[src/verilog/sar_regs.vh]
// Purpose: constants for the sar converter register control
// Assumes: byte addressed Avalon-MM, one 32-bit word per register
// Notes:   8-bit registers sit in the low lanes, upper bits read zero
`ifndef SAR_REGS_VH
`define SAR_REGS_VH

// register byte offsets
`define SAR_OFS_STATUS_CONTROL 4'h0
`define SAR_OFS_RESULT_HIGH    4'h4
`define SAR_OFS_RESULT_LOW     4'h8
`define SAR_OFS_CLOCK_CONFIG   4'hC

// status/control fields
`define SAR_SC_DONE            7
`define SAR_SC_IRQ_EN          6
`define SAR_SC_CONT            5
`define SAR_SC_CH_HI           4
`define SAR_SC_CH_LO           0

// clock config fields
`define SAR_CK_LOW_POWER       7
`define SAR_CK_DIV_HI          6
`define SAR_CK_DIV_LO          5
`define SAR_CK_INPUT_SEL       4
`define SAR_CK_MODE_HI         3
`define SAR_CK_MODE_LO         2
`define SAR_CK_LONG_SAMPLE     1
`define SAR_CK_ASYNC_EN        0

// reset values
`define SAR_RST_CHANNEL        5'h1F
`define SAR_RST_CLOCK_CONFIG   8'h00

// codes
`define SAR_CH_OFF             5'h1F
`define SAR_MODE_8BIT          2'h0
`define SAR_MODE_10BIT         2'h1
`define SAR_DIV_1              2'h0
`define SAR_DIV_2              2'h1
`define SAR_DIV_4              2'h2
`define SAR_DIV_8              2'h3

// sample phase lengths in conversion-clock cycles, half cycle rounded up
`define SAR_SAMPLE_SHORT       5'h04
`define SAR_SAMPLE_LONG        5'h18

// successive approximation
`define SAR_MSB_TRIAL          10'h200
`define SAR_MSB_INDEX          4'h9
`define SAR_ROUND_ADD          11'h002
`define SAR_MAX8               8'hFF

`endif

[src/verilog/sar_adc_ctrl.v]
// Purpose: register control and sequencing of a 10-bit sar converter
// Assumes: alternate and asynchronous clocks arrive as enable pulses on clk
// Notes:   analog comparator and dac are outside, reached by cmp_above and dac_code
// Operation
// - any status/control write aborts and restarts, unless channel is all ones
// - done flag sets per conversion; cleared by status write or low result read
// - interrupt enable raises irq per conversion; data read or status write clears
// - continuous bit with valid channel converts repeatedly, refreshing results
// - continuous run ends on reset, clock write, status write, stop without async
// - status write with continuous bit starts continuous; only that restarts after stop
// - continuous clear gives one conversion per status write; reset clears the bit
// - five-bit channel field selects inputs, references or unused slots
// - channel all ones powers off and isolates; no extra conversion results
// - converter powers off (converter_on low) on its own after each conversion with continuous clear
// - unused or reserved channel results are undefined
// - high result holds upper bits, refreshed per conversion, unused bits zero
// - 10-bit mode high read locks results until low read; later results lost
// - 8-bit mode has no interlock; results written through
// - low power bit selects reduced power, otherwise high speed
// - divider field divides the input clock by 1, 2, 4 or 8
// - async clear: input select one picks bus clock, zero alternate
// - mode field picks 8-bit or 10-bit right-justified rounded; reset 8-bit
// - long sample bit gives long sample phase, otherwise short
// - async enable picks async oscillator, runs it only while converting
// - stop without async aborts the conversion; results keep last value
// - done flag sets at every conversion end regardless of irq enable
//
// The address map and the Avalon-MM interface to the registers were decided locally.
`timescale 1ns/100ps
`default_nettype none
`include "sar_regs.vh"

module sar_adc_ctrl #(
  parameter RES_W = 10
) (
  input  wire        clk,
  input  wire        sys_rst,
  input  wire [3:0]  avs_address,
  input  wire        avs_read,
  input  wire        avs_write,
  input  wire [31:0] avs_writedata,
  input  wire [3:0]  avs_byteenable,
  output reg  [31:0] avs_readdata,
  output wire        avs_waitrequest,
  input  wire        alt_clk_tick,
  input  wire        async_clk_tick,
  input  wire        stop_mode,
  input  wire        cmp_above,
  output wire        irq,
  output wire [4:0]  analog_channel,
  output wire        converter_on,
  output wire        input_isolate,
  output wire        low_power_mode,
  output wire        async_osc_run,
  output wire        sample_phase,
  output wire [9:0]  dac_code
);

  localparam [1:0] ST_IDLE    = 2'h0;
  localparam [1:0] ST_SAMPLE  = 2'h1;
  localparam [1:0] ST_CONVERT = 2'h2;

  ////////////////////////////////////////////////////////////////////
  // register state

  reg              irq_en_q;
  reg              cont_sel_q;
  reg  [4:0]       channel_q;
  reg  [7:0]       clk_cfg_q;
  reg              done_q;
  reg              done_d;
  reg              irq_q;
  reg              irq_d;
  reg              lock_q;
  reg              lock_d;
  reg  [RES_W-1:0] result_q;
  reg              ack_q;

  ////////////////////////////////////////////////////////////////////
  // sequencer state

  reg  [1:0]       state_q;
  reg  [1:0]       state_d;
  reg              cont_run_q;
  reg              cont_run_d;
  reg  [4:0]       count_q;
  reg  [4:0]       count_d;
  reg  [3:0]       bit_q;
  reg  [3:0]       bit_d;
  reg  [RES_W-1:0] sar_q;
  reg  [RES_W-1:0] sar_d;
  reg  [2:0]       div_q;
  reg              stop_q;

  ////////////////////////////////////////////////////////////////////
  // bus decode

  wire             access;
  wire             take;
  wire             wr;
  wire             rd;
  wire             lane0;
  wire             sel_sc;
  wire             sel_rh;
  wire             sel_rl;
  wire             sel_ck;

  assign access = avs_read | avs_write;
  // one wait state per access, taken on the second edge
  assign avs_waitrequest = access & ~ack_q;
  assign take = access & ack_q;
  assign wr = take & avs_write;
  assign rd = take & avs_read;
  assign lane0 = avs_byteenable[0];
  assign sel_sc = (avs_address == `SAR_OFS_STATUS_CONTROL);
  assign sel_rh = (avs_address == `SAR_OFS_RESULT_HIGH);
  assign sel_rl = (avs_address == `SAR_OFS_RESULT_LOW);
  assign sel_ck = (avs_address == `SAR_OFS_CLOCK_CONFIG);

  wire             sc_write;
  wire             ck_write;
  wire             rh_read;
  wire             rl_read;
  wire [7:0]       wdata;
  wire [4:0]       wr_channel;
  wire             wr_cont;

  assign sc_write = wr & sel_sc & lane0;
  assign ck_write = wr & sel_ck & lane0;
  assign rh_read = rd & sel_rh;
  assign rl_read = rd & sel_rl;
  assign wdata = avs_writedata[7:0];
  assign wr_channel = wdata[`SAR_SC_CH_HI:`SAR_SC_CH_LO];
  assign wr_cont = wdata[`SAR_SC_CONT];

  ////////////////////////////////////////////////////////////////////
  // clock configuration fields

  wire             cfg_low_power;
  wire [1:0]       cfg_div;
  wire             cfg_bus_clk;
  wire [1:0]       cfg_mode;
  wire             cfg_long;
  wire             cfg_async;
  wire             mode10;

  assign cfg_low_power = clk_cfg_q[`SAR_CK_LOW_POWER];
  assign cfg_div = clk_cfg_q[`SAR_CK_DIV_HI:`SAR_CK_DIV_LO];
  assign cfg_bus_clk = clk_cfg_q[`SAR_CK_INPUT_SEL];
  assign cfg_mode = clk_cfg_q[`SAR_CK_MODE_HI:`SAR_CK_MODE_LO];
  assign cfg_long = clk_cfg_q[`SAR_CK_LONG_SAMPLE];
  assign cfg_async = clk_cfg_q[`SAR_CK_ASYNC_EN];
  assign mode10 = (cfg_mode == `SAR_MODE_10BIT);

  ////////////////////////////////////////////////////////////////////
  // conversion clock: source select and divider

  wire             src_tick;
  reg              conversion_clock_tick;
  wire             busy;

  assign busy = (state_q != ST_IDLE);
  // async oscillator only runs while a conversion is under way
  assign async_osc_run = cfg_async & busy;
  assign src_tick = cfg_async ? async_clk_tick :
                    (cfg_bus_clk ? 1'b1 : alt_clk_tick);

  always @* begin
    case (cfg_div)
      `SAR_DIV_1: conversion_clock_tick = src_tick;
      `SAR_DIV_2: conversion_clock_tick = src_tick & (div_q[0] == 1'b1);
      `SAR_DIV_4: conversion_clock_tick = src_tick & (div_q[1:0] == 2'h3);
      `SAR_DIV_8: conversion_clock_tick = src_tick & (div_q == 3'h7);
      default:    conversion_clock_tick = src_tick;
    endcase
  end

  always @(posedge clk or posedge sys_rst) begin
    if (sys_rst) begin
      div_q <= 3'h0;
    end else if (!busy) begin
      div_q <= 3'h0;
    end else if (src_tick) begin
      div_q <= div_q + 3'h1;
    end
  end

  ////////////////////////////////////////////////////////////////////
  // stop entry and start decisions

  wire             stop_entry;
  wire             stop_block;
  wire             start_req;
  wire             conv_end;
  wire [4:0]       sample_len;

  always @(posedge clk or posedge sys_rst) begin
    if (sys_rst) begin
      stop_q <= 1'b0;
    end else begin
      stop_q <= stop_mode;
    end
  end

  assign stop_block = stop_mode & ~cfg_async;
  assign stop_entry = stop_block & ~stop_q;
  assign start_req = sc_write & (wr_channel != `SAR_CH_OFF);
  assign conv_end = (state_q == ST_CONVERT) & conversion_clock_tick & (bit_q == 4'h0);
  assign sample_len = cfg_long ? `SAR_SAMPLE_LONG : `SAR_SAMPLE_SHORT;

  ////////////////////////////////////////////////////////////////////
  // sequencer

  always @* begin
    state_d = state_q;
    cont_run_d = cont_run_q;
    count_d = count_q;
    bit_d = bit_q;
    sar_d = sar_q;
    case (state_q)
      ST_IDLE: begin
        count_d = 5'h00;
      end
      ST_SAMPLE: begin
        if (conversion_clock_tick) begin
          count_d = count_q + 5'h01;
          if (count_d == sample_len) begin
            state_d = ST_CONVERT;
            sar_d = `SAR_MSB_TRIAL;
            bit_d = `SAR_MSB_INDEX;
          end
        end
      end
      ST_CONVERT: begin
        if (conversion_clock_tick) begin
          if (!cmp_above) begin
            sar_d[bit_q] = 1'b0;
          end
          if (bit_q != 4'h0) begin
            bit_d = bit_q - 4'h1;
            sar_d[bit_d] = 1'b1;
          end else if (cont_run_q) begin
            state_d = ST_SAMPLE;
            count_d = 5'h00;
          end else begin
            state_d = ST_IDLE;
          end
        end
      end
      default: begin
        state_d = ST_IDLE;
      end
    endcase
    if (ck_write) begin
      cont_run_d = 1'b0;
    end
    if (sc_write) begin
      // abort and, with a live channel, begin afresh
      cont_run_d = start_req & wr_cont;
      count_d = 5'h00;
      state_d = start_req ? ST_SAMPLE : ST_IDLE;
    end
    if (stop_entry) begin
      state_d = ST_IDLE;
      cont_run_d = 1'b0;
    end else if (stop_block && state_d != ST_IDLE) begin
      state_d = ST_IDLE;
    end
  end

  always @(posedge clk or posedge sys_rst) begin
    if (sys_rst) begin
      state_q <= ST_IDLE;
      cont_run_q <= 1'b0;
      count_q <= 5'h00;
      bit_q <= 4'h0;
      sar_q <= {RES_W{1'b0}};
    end else begin
      state_q <= state_d;
      cont_run_q <= cont_run_d;
      count_q <= count_d;
      bit_q <= bit_d;
      sar_q <= sar_d;
    end
  end

  ////////////////////////////////////////////////////////////////////
  // result formatting

  wire [RES_W-1:0] final10;
  wire [10:0]      rounded;
  wire [7:0]       res8;
  wire [RES_W-1:0] res_store;

  // last comparator decision folded into the stored code
  assign final10 = {sar_q[RES_W-1:1], sar_q[0] & cmp_above};
  assign rounded = {1'b0, final10} + `SAR_ROUND_ADD;
  assign res8 = (rounded[10]) ? `SAR_MAX8 : rounded[9:2];
  assign res_store = mode10 ? final10 : {2'h0, res8};

  ////////////////////////////////////////////////////////////////////
  // flags, interlock and results

  always @* begin
    done_d = done_q;
    if (sc_write || rl_read) begin
      done_d = 1'b0;
    end
    if (conv_end) begin
      done_d = 1'b1;
    end
  end

  always @* begin
    irq_d = irq_q;
    if (sc_write || rl_read || rh_read) begin
      irq_d = 1'b0;
    end
    if (conv_end && irq_en_q) begin
      irq_d = 1'b1;
    end
  end

  always @* begin
    lock_d = lock_q;
    if (rh_read && mode10) begin
      lock_d = 1'b1;
    end
    if (rl_read || !mode10) begin
      lock_d = 1'b0;
    end
  end

  always @(posedge clk or posedge sys_rst) begin
    if (sys_rst) begin
      done_q <= 1'b0;
      irq_q <= 1'b0;
      lock_q <= 1'b0;
      result_q <= {RES_W{1'b0}};
    end else begin
      done_q <= done_d;
      irq_q <= irq_d;
      lock_q <= lock_d;
      // locked results are dropped, not queued
      if (conv_end && !lock_q) begin
        result_q <= res_store;
      end
    end
  end

  ////////////////////////////////////////////////////////////////////
  // software registers

  always @(posedge clk or posedge sys_rst) begin
    if (sys_rst) begin
      irq_en_q <= 1'b0;
      cont_sel_q <= 1'b0;
      channel_q <= `SAR_RST_CHANNEL;
      clk_cfg_q <= `SAR_RST_CLOCK_CONFIG;
      ack_q <= 1'b0;
    end else begin
      ack_q <= access & ~ack_q;
      if (sc_write) begin
        irq_en_q <= wdata[`SAR_SC_IRQ_EN];
        cont_sel_q <= wr_cont;
        channel_q <= wr_channel;
      end
      if (ck_write) begin
        clk_cfg_q <= wdata;
      end
    end
  end

  ////////////////////////////////////////////////////////////////////
  // read data

  reg  [7:0]       rdata8;

  always @* begin
    rdata8 = 8'h00;
    if (sel_sc) begin
      rdata8 = {done_q, irq_en_q, cont_sel_q, channel_q};
    end else if (sel_rh) begin
      rdata8 = {6'h00, result_q[9:8]};
    end else if (sel_rl) begin
      rdata8 = result_q[7:0];
    end else if (sel_ck) begin
      rdata8 = clk_cfg_q;
    end
  end

  always @(posedge clk or posedge sys_rst) begin
    if (sys_rst) begin
      avs_readdata <= 32'h00000000;
    end else if (avs_read && !ack_q) begin
      avs_readdata <= {24'h000000, rdata8};
    end
  end

  ////////////////////////////////////////////////////////////////////
  // converter side outputs

  assign irq = irq_q;
  assign analog_channel = channel_q;
  assign converter_on = busy;
  assign input_isolate = (channel_q == `SAR_CH_OFF);
  assign low_power_mode = cfg_low_power;
  assign sample_phase = (state_q == ST_SAMPLE);
  assign dac_code = sar_q;

endmodule

`default_nettype wire

[config.mk]
export PLATFORM = sky130hd
export DESIGN_NAME = sar_adc_ctrl
export DESIGN_NICKNAME = d
export VERILOG_FILES = /design/src/verilog/sar_adc_ctrl.v
export VERILOG_INCLUDE_DIRS = /design/src /design/src/verilog
export SDC_FILE = /design/constraint.sdc
export NUM_CORES = 1
export LEC_CHECK = 0
export BUFFER_PORTS_ARGS = -buffer_cell sky130_fd_sc_hd__buf_2
export CAP_MARGIN = 20
export CORE_ASPECT_RATIO = 0.75
export CORE_MARGIN = 8
export CORE_UTILIZATION = 57
export CTS_BUF_LIST = sky130_fd_sc_hd__clkbuf_16
export CTS_CLUSTER_SIZE = 16
export DETAILED_ROUTE_END_ITERATION = 12
export GPL_TIMING_DRIVEN = 0
export HOLD_SLACK_MARGIN = 0.03
export PLACE_DENSITY = 0.89
export SLEW_MARGIN = 20
export SYNTH_ARGS = -nofsm -noshare
export SYNTH_HDL_FRONTEND = slang
export SYNTH_SLANG_ARGS = --single-unit
[constraint.sdc]
create_clock -name clk -period 5.5 [get_ports clk]
set_input_delay 0.55 -clock clk [delete_from_list [all_inputs] [get_ports clk]]
set_output_delay 0.55 -clock clk [all_outputs]
set_load 0.03 [all_outputs]
Word level (Yosys, flattened, before mapping). Cells that the tools add are included.

Add/subtract/negate cells: 4. Order comparisons: 4. Equality and inequality tests: 23. Mux-type cells: 54. Bitwise operators: 28. Reduce and logical (&&, ||, !) cells: 29.

Operators by type and width (number): $mux 10 (8); $mux 8 (5); $mux 5 (6); $and 1x1->1 (21); $pmux 10 s2 (1); $mux 4 (4); $mux 1 (15); $pmux 5 s3 (1); $mux 2 (7); $reduce_bool 2->1 (6); $add 10x2->11 const B (1); $and 10x10->10 (1); $lt 4x5->1 const B (2); $not 10->10 (1); $or 10x10->10 (1); $reduce_and 5->1 (2); $ne 3x3->1 const B (3); $demux 1 s4 (2); $eq 2x2->1 const B (4); $eq 4x4->1 const B (2); $ge 4x1->1 const B (2); $logic_not 4->1 (2); $pmux 4 s2 (1); $reduce_bool 4->1 (2); other kinds (23) (42).

Bits in registers: 63. Bits of input ports: 48. Output and inout bits: 54. Logic and storage cells: 159.

Longest topological paths before layout.
Word-level depth: 13. Depth in mapped cells: 10.

Worst setup path before layout. Ideal clock, no wire load.

Path kind: flip-flop to flip-flop. From: register state_q[0]. To: register result_q[6]. Setup time: 0.125 ns. Arrival: 1.937 ns. Data required time: 5.375 ns. Path slack: 3.438 ns. Stages on the path, launching flop included: 7. Buffers on the path: 1. Period minus slack after synthesis: 2.062 ns. Path through: dfrtp_1 -> inv_1 -> ha_1 -> clkbuf_1 -> clkinv_1 -> nor4_4 -> mux2_4.

Word-level cells in the longest chain between the ends: 4.

Ends and longest elaborated chain: start: declaration (line sar_adc_ctrl.v:82) `reg [1:0] state_q;`; start signal: assignment (line sar_adc_ctrl.v:279) `state_q <= state_d;`; $eq 2x2->1 (line sar_adc_ctrl.v:208) `assign conv_end = (state_q == ST_CONVERT) & conversion_clock_tick & (bit_q == 4'h0);`; $and 1x1->1 (2 in series) (line sar_adc_ctrl.v:208); $logic_and 1x1->1 (line sar_adc_ctrl.v:345) `if (conv_end && !lock_q) begin`; end signal: assignment (line sar_adc_ctrl.v:339) `result_q <= {RES_W{1'b0}};`; end signal: assignment (line sar_adc_ctrl.v:346) `result_q <= res_store;`; end: declaration (line sar_adc_ctrl.v:76) `reg [RES_W-1:0] result_q;`.

Every way passes these cells. A chain may end at the register's enable or synchronous reset.

Final worst setup path.
From: register state_q[0]. To: register result_q[5].

The elaborated chain is that of the path after synthesis.

==> reports/results.md <==
| Item | Reported |
|:---|:---|
| Run status | finished clean |
| Clock net sink count | 63 |
| Share of flip-flops with an asynchronous set or reset | 100% |
| Class of the tightest hold or removal check | in2async |
| Global-route wire length before repair | 16,800 um |
| CTS max path bufs | 2 |
| Final layout net count | 550 |
| Fraction of met2 tracks used by global routing | 34.4% |
| I/O pin count | 102 |
| Slowest stage cell, crit path | nor4_4 |
| Max incr delay on CP | 680 ps |
| Share of the yosys chip area belonging to registers | 41.8% |
| Floorplan Core Area | 6380 um^2 |
| Remaining max-slew budget at the tightest pin | 56.7% |
| Maximum net fanout on the critical path | 10 |
| Vert. Die Dim | 86.6 um |
| Floorplan die width | 110 um |
| Number of buffers inserted during clock tree synthesis | 9 |
| Aggregate negative setup slack | 0 ps |
| Number of distinct library cells after synthesis | 62 |
| Final-report max-slew violation count | 0 |
| Depth of the CTS H-tree | 3 |
| Synthesized instance count | 405 |
| Category of the worst setup path launch point | flop |
| Worst path bufs/invs | 4 |
| Kind of critical path | reg2reg |
| Avg WL per Cell | 18.4 um |
| Layer with the highest usage | met2 |
| Placer Congestion | 0.906 |
| Number of hold buffers added after cts | 0 |
| Top cells by area, synth | dfrtp_1 38%, mux2_2 5.4%, o21ai_0 4.9% |
| Via density | 6.05 |
| Top-area cell type share of the netlist area | 38.3% |
| Fraction of the mapped netlist area in simple logic gates | 16.5% |
| Gr ovfl total | 0 |
| First-pass iteration count of the detailed router | 5 |
| Most instantiated library cell after synthesis | dfrtp_1 |
| Layout area overhead | 20.0% |
| Commonest cells in the synthesized netlist | 58 x dfrtp_1, 38 x nand2_1, 37 x o21ai_0 |
| Final Routed Wirelength | 10,600 um |
| Count of buffers from port buffering | 49 |
| Required time at the endpoint of the critical path | 5690 ps |
| Post-CTS resize count | 0 |
| Power density of the placed cells | 301 nW/um^2 |
| Sw Pwr | 429 uW |
| Clock tree from TritonCTS | done |
| Crit path DAT | 2710 ps |
| Setup-violating endpoint count in the final report | 0 |
| Total count of hold-check failures in the final report | 0 |
| Achievable Freq | 0.397 GHz |
| Met3 Use GR | 6.45% |
| Post-synthesis instance area | 3790 um^2 |
| Worst supply voltage drop on vdd | 0.220 mV |
| Post-synthesis share of cell area spent on full adders, half adders and majority gates | 4.29% |
| Mapped Avg Cell Area | 9.35 um^2 |
| Cell chosen for the clock root | clkbuf_16 |
| Effective utilization at floorplan | 59.4% |
| Vias | 3,479 |
| Standard-cell rows | 25 |
| Pin slew with the least headroom to its limit | 642 ps |
| Post-synthesis xor/xnor area fraction | 1.85% |
| Max Cap Viol | 0 |
| Complex-gate fraction of the synthesized area | 18.7% |
| Crit path capture type | flop |
| Share of the core filled with cells | 71.3% |
| Fraction of final layout cells sized beyond drive strength 1 | 26.1% |
| Min Clock Period, post-route | 2520 ps |
| Switching share of power | 31.4% |
| Number of global-route vias before repair | 3,314 |
| Met1 track demand over resource | 30.0% |
| Iteration-0 DRC count of the detailed router | 338 |
| Combinational power share | 20.1% |
| Clock slew at the register clock pins of the worst setup and hold paths | 60 ps |
| Remaining design rule violation count | 0 |
| Pint | 938 uW |
| Number of antenna violations at the first check in global routing | 0 |
| Final antenna-violating net count | 0 |
| Post-synth EDFFs | 0 |
| Worst Skew | 7.32 ps |
| Clk_lat worst skew | 330 ps |
| Maximum number of pins on one net before global-route repair | 61 |
| Leading area contributor after synthesis | dfrtp_1 |
| Crit-path leading delay family | buffers and inverters |
| Worst-path cell chain | inv_1 -> ha_1 -> clkbuf_1 -> clkinv_1 -> nor4_4 -> buf_6 -> o21ai_0 |
| Full die area | 9540 um^2 |
| Syn. warnings | 0 |
| Share of total power in the clock network | 41.4% |
| Final period util | 45.8% |
| Ys flop type | dfrtp_1 |
| Gr usage total | 22.4% |
| Unrepaired setup endpoints after global routing | no |
| Flip-flop and latch count after synthesis | 63 |
| ANT cells | 0 |
| HPWL after detailed placement | 7660 um |
| Share of synthesized area spent on multiplexers | 7.99% |
| Buffers inserted during post-CTS setup optimization | 0 |
| P_leak | 0.00222 uW |
| Main combinational cell family by area after synthesis | compound AO/OA/AOI/OAI gates |
| Power share of the sequential group | 38.5% |
## final cells by class
cell class,instances,area [um^2]
Buffer,40,259
Clock buffer,9,225
Clock inverter,7,71.3
Fill cell,479,1830
Inverter,20,77.6
Multi-Input combinational cell,305,1960
Sequential cell,63,1580
Tap cell,81,101
Timing Repair Buffer,50,273
## worst paths after layout
path / start / end / slack, ps / depth (start not counted)
setup / recovery: state_q[0] / result_q[5] / 2980 / 7
hold / removal: sys_rst / result_q[2] / 90 / 2
setup reg to reg: state_q[0] / result_q[5] / 2980 / 7
hold reg to reg: avs_readdata[3] / avs_readdata[3] / 480 / 2
max in group asynchronous: sys_rst / analog_channel[3] / 4880 / 3
min in group clk: stop_mode / stop_q / 350 / 1
## state kept, by name, indices dropped and copies added (netlist names), 2 cells and up
signal / count
dac_code: 10
result_q: 10
avs_readdata: 8
clk_cfg_q: 8
analog_channel: 5
count_q: 5
bit_q: 4
div_q: 3
state_q: 2
## routing by layer
layer | routed length [um] | vias up
met1 | 4500 | 1684
met2 | 4940 | 197
met5 | 0 | -
met3 | 914 | 22
li1 | - | 1576
met4 | 204 | 0
## per-stage QoR
step	cell area [um^2]	total power (uW)	hold WS (ps)	setup slack [ps]	std cells
2_1_floorplan	3870	724	442	3390	428
3_5_place_dp	4250	798	429	3030	559
3_3_place_gp	4220	788	445	2680	558
4_1_cts	4550	1360	82.1	3020	575
6_report	4550	1370	86.7	2980	575
5_1_grt	4550	1410	86.2	2800	575
## worst reg2reg max path: stages (launching register included)
cell and delay [ps]:
dfrtp_1 410, inv_1 90, ha_1 140, clkbuf_1 320, clkinv_1 390, nor4_4 690
buf_6 230, o21ai_0 110
## power groups by stage
| stage | Sequential [uW] | Combinational, uW | Clock (uW) |
|---|---|---|---|
| floorplan | 544 | 180 | 0 |
| global placement | 531 | 258 | 0 |
| detailed placement | 532 | 266 | 0 |
| CTS | 525 | 268 | 570 |
| global route | 529 | 294 | 590 |
| finish | 527 | 275 | 566 |
## cells in the final DEF, fill, tap and decap left out, drive strengths merged, types with 4 or more instances in the layout
cell type and n:
nand2 39, nor3b 5, a22o 5, nor2 28, dfrtp 58, o211ai 4, o21ai 39, clkbuf 18
dfstp 5, mux2i 4, nor3 7, buf 81, ha 13, xnor2 5, nand2b 5, conb 24
inv 21, a31oi 11, nand3 17, a21oi 16, a22oi 6, mux2 19, and3 9
## logic make-up after synthesis
family / count (synthesis)
other: 1
muxes: 25
xor gates and xnor gates: 8
buffers and inverters: 60
and+or+nand+nor: 126
DFF: 63
AOI/OAI and AO/OA: 109
adders and majority gates: 13
(Power assumes the default switching activity.)
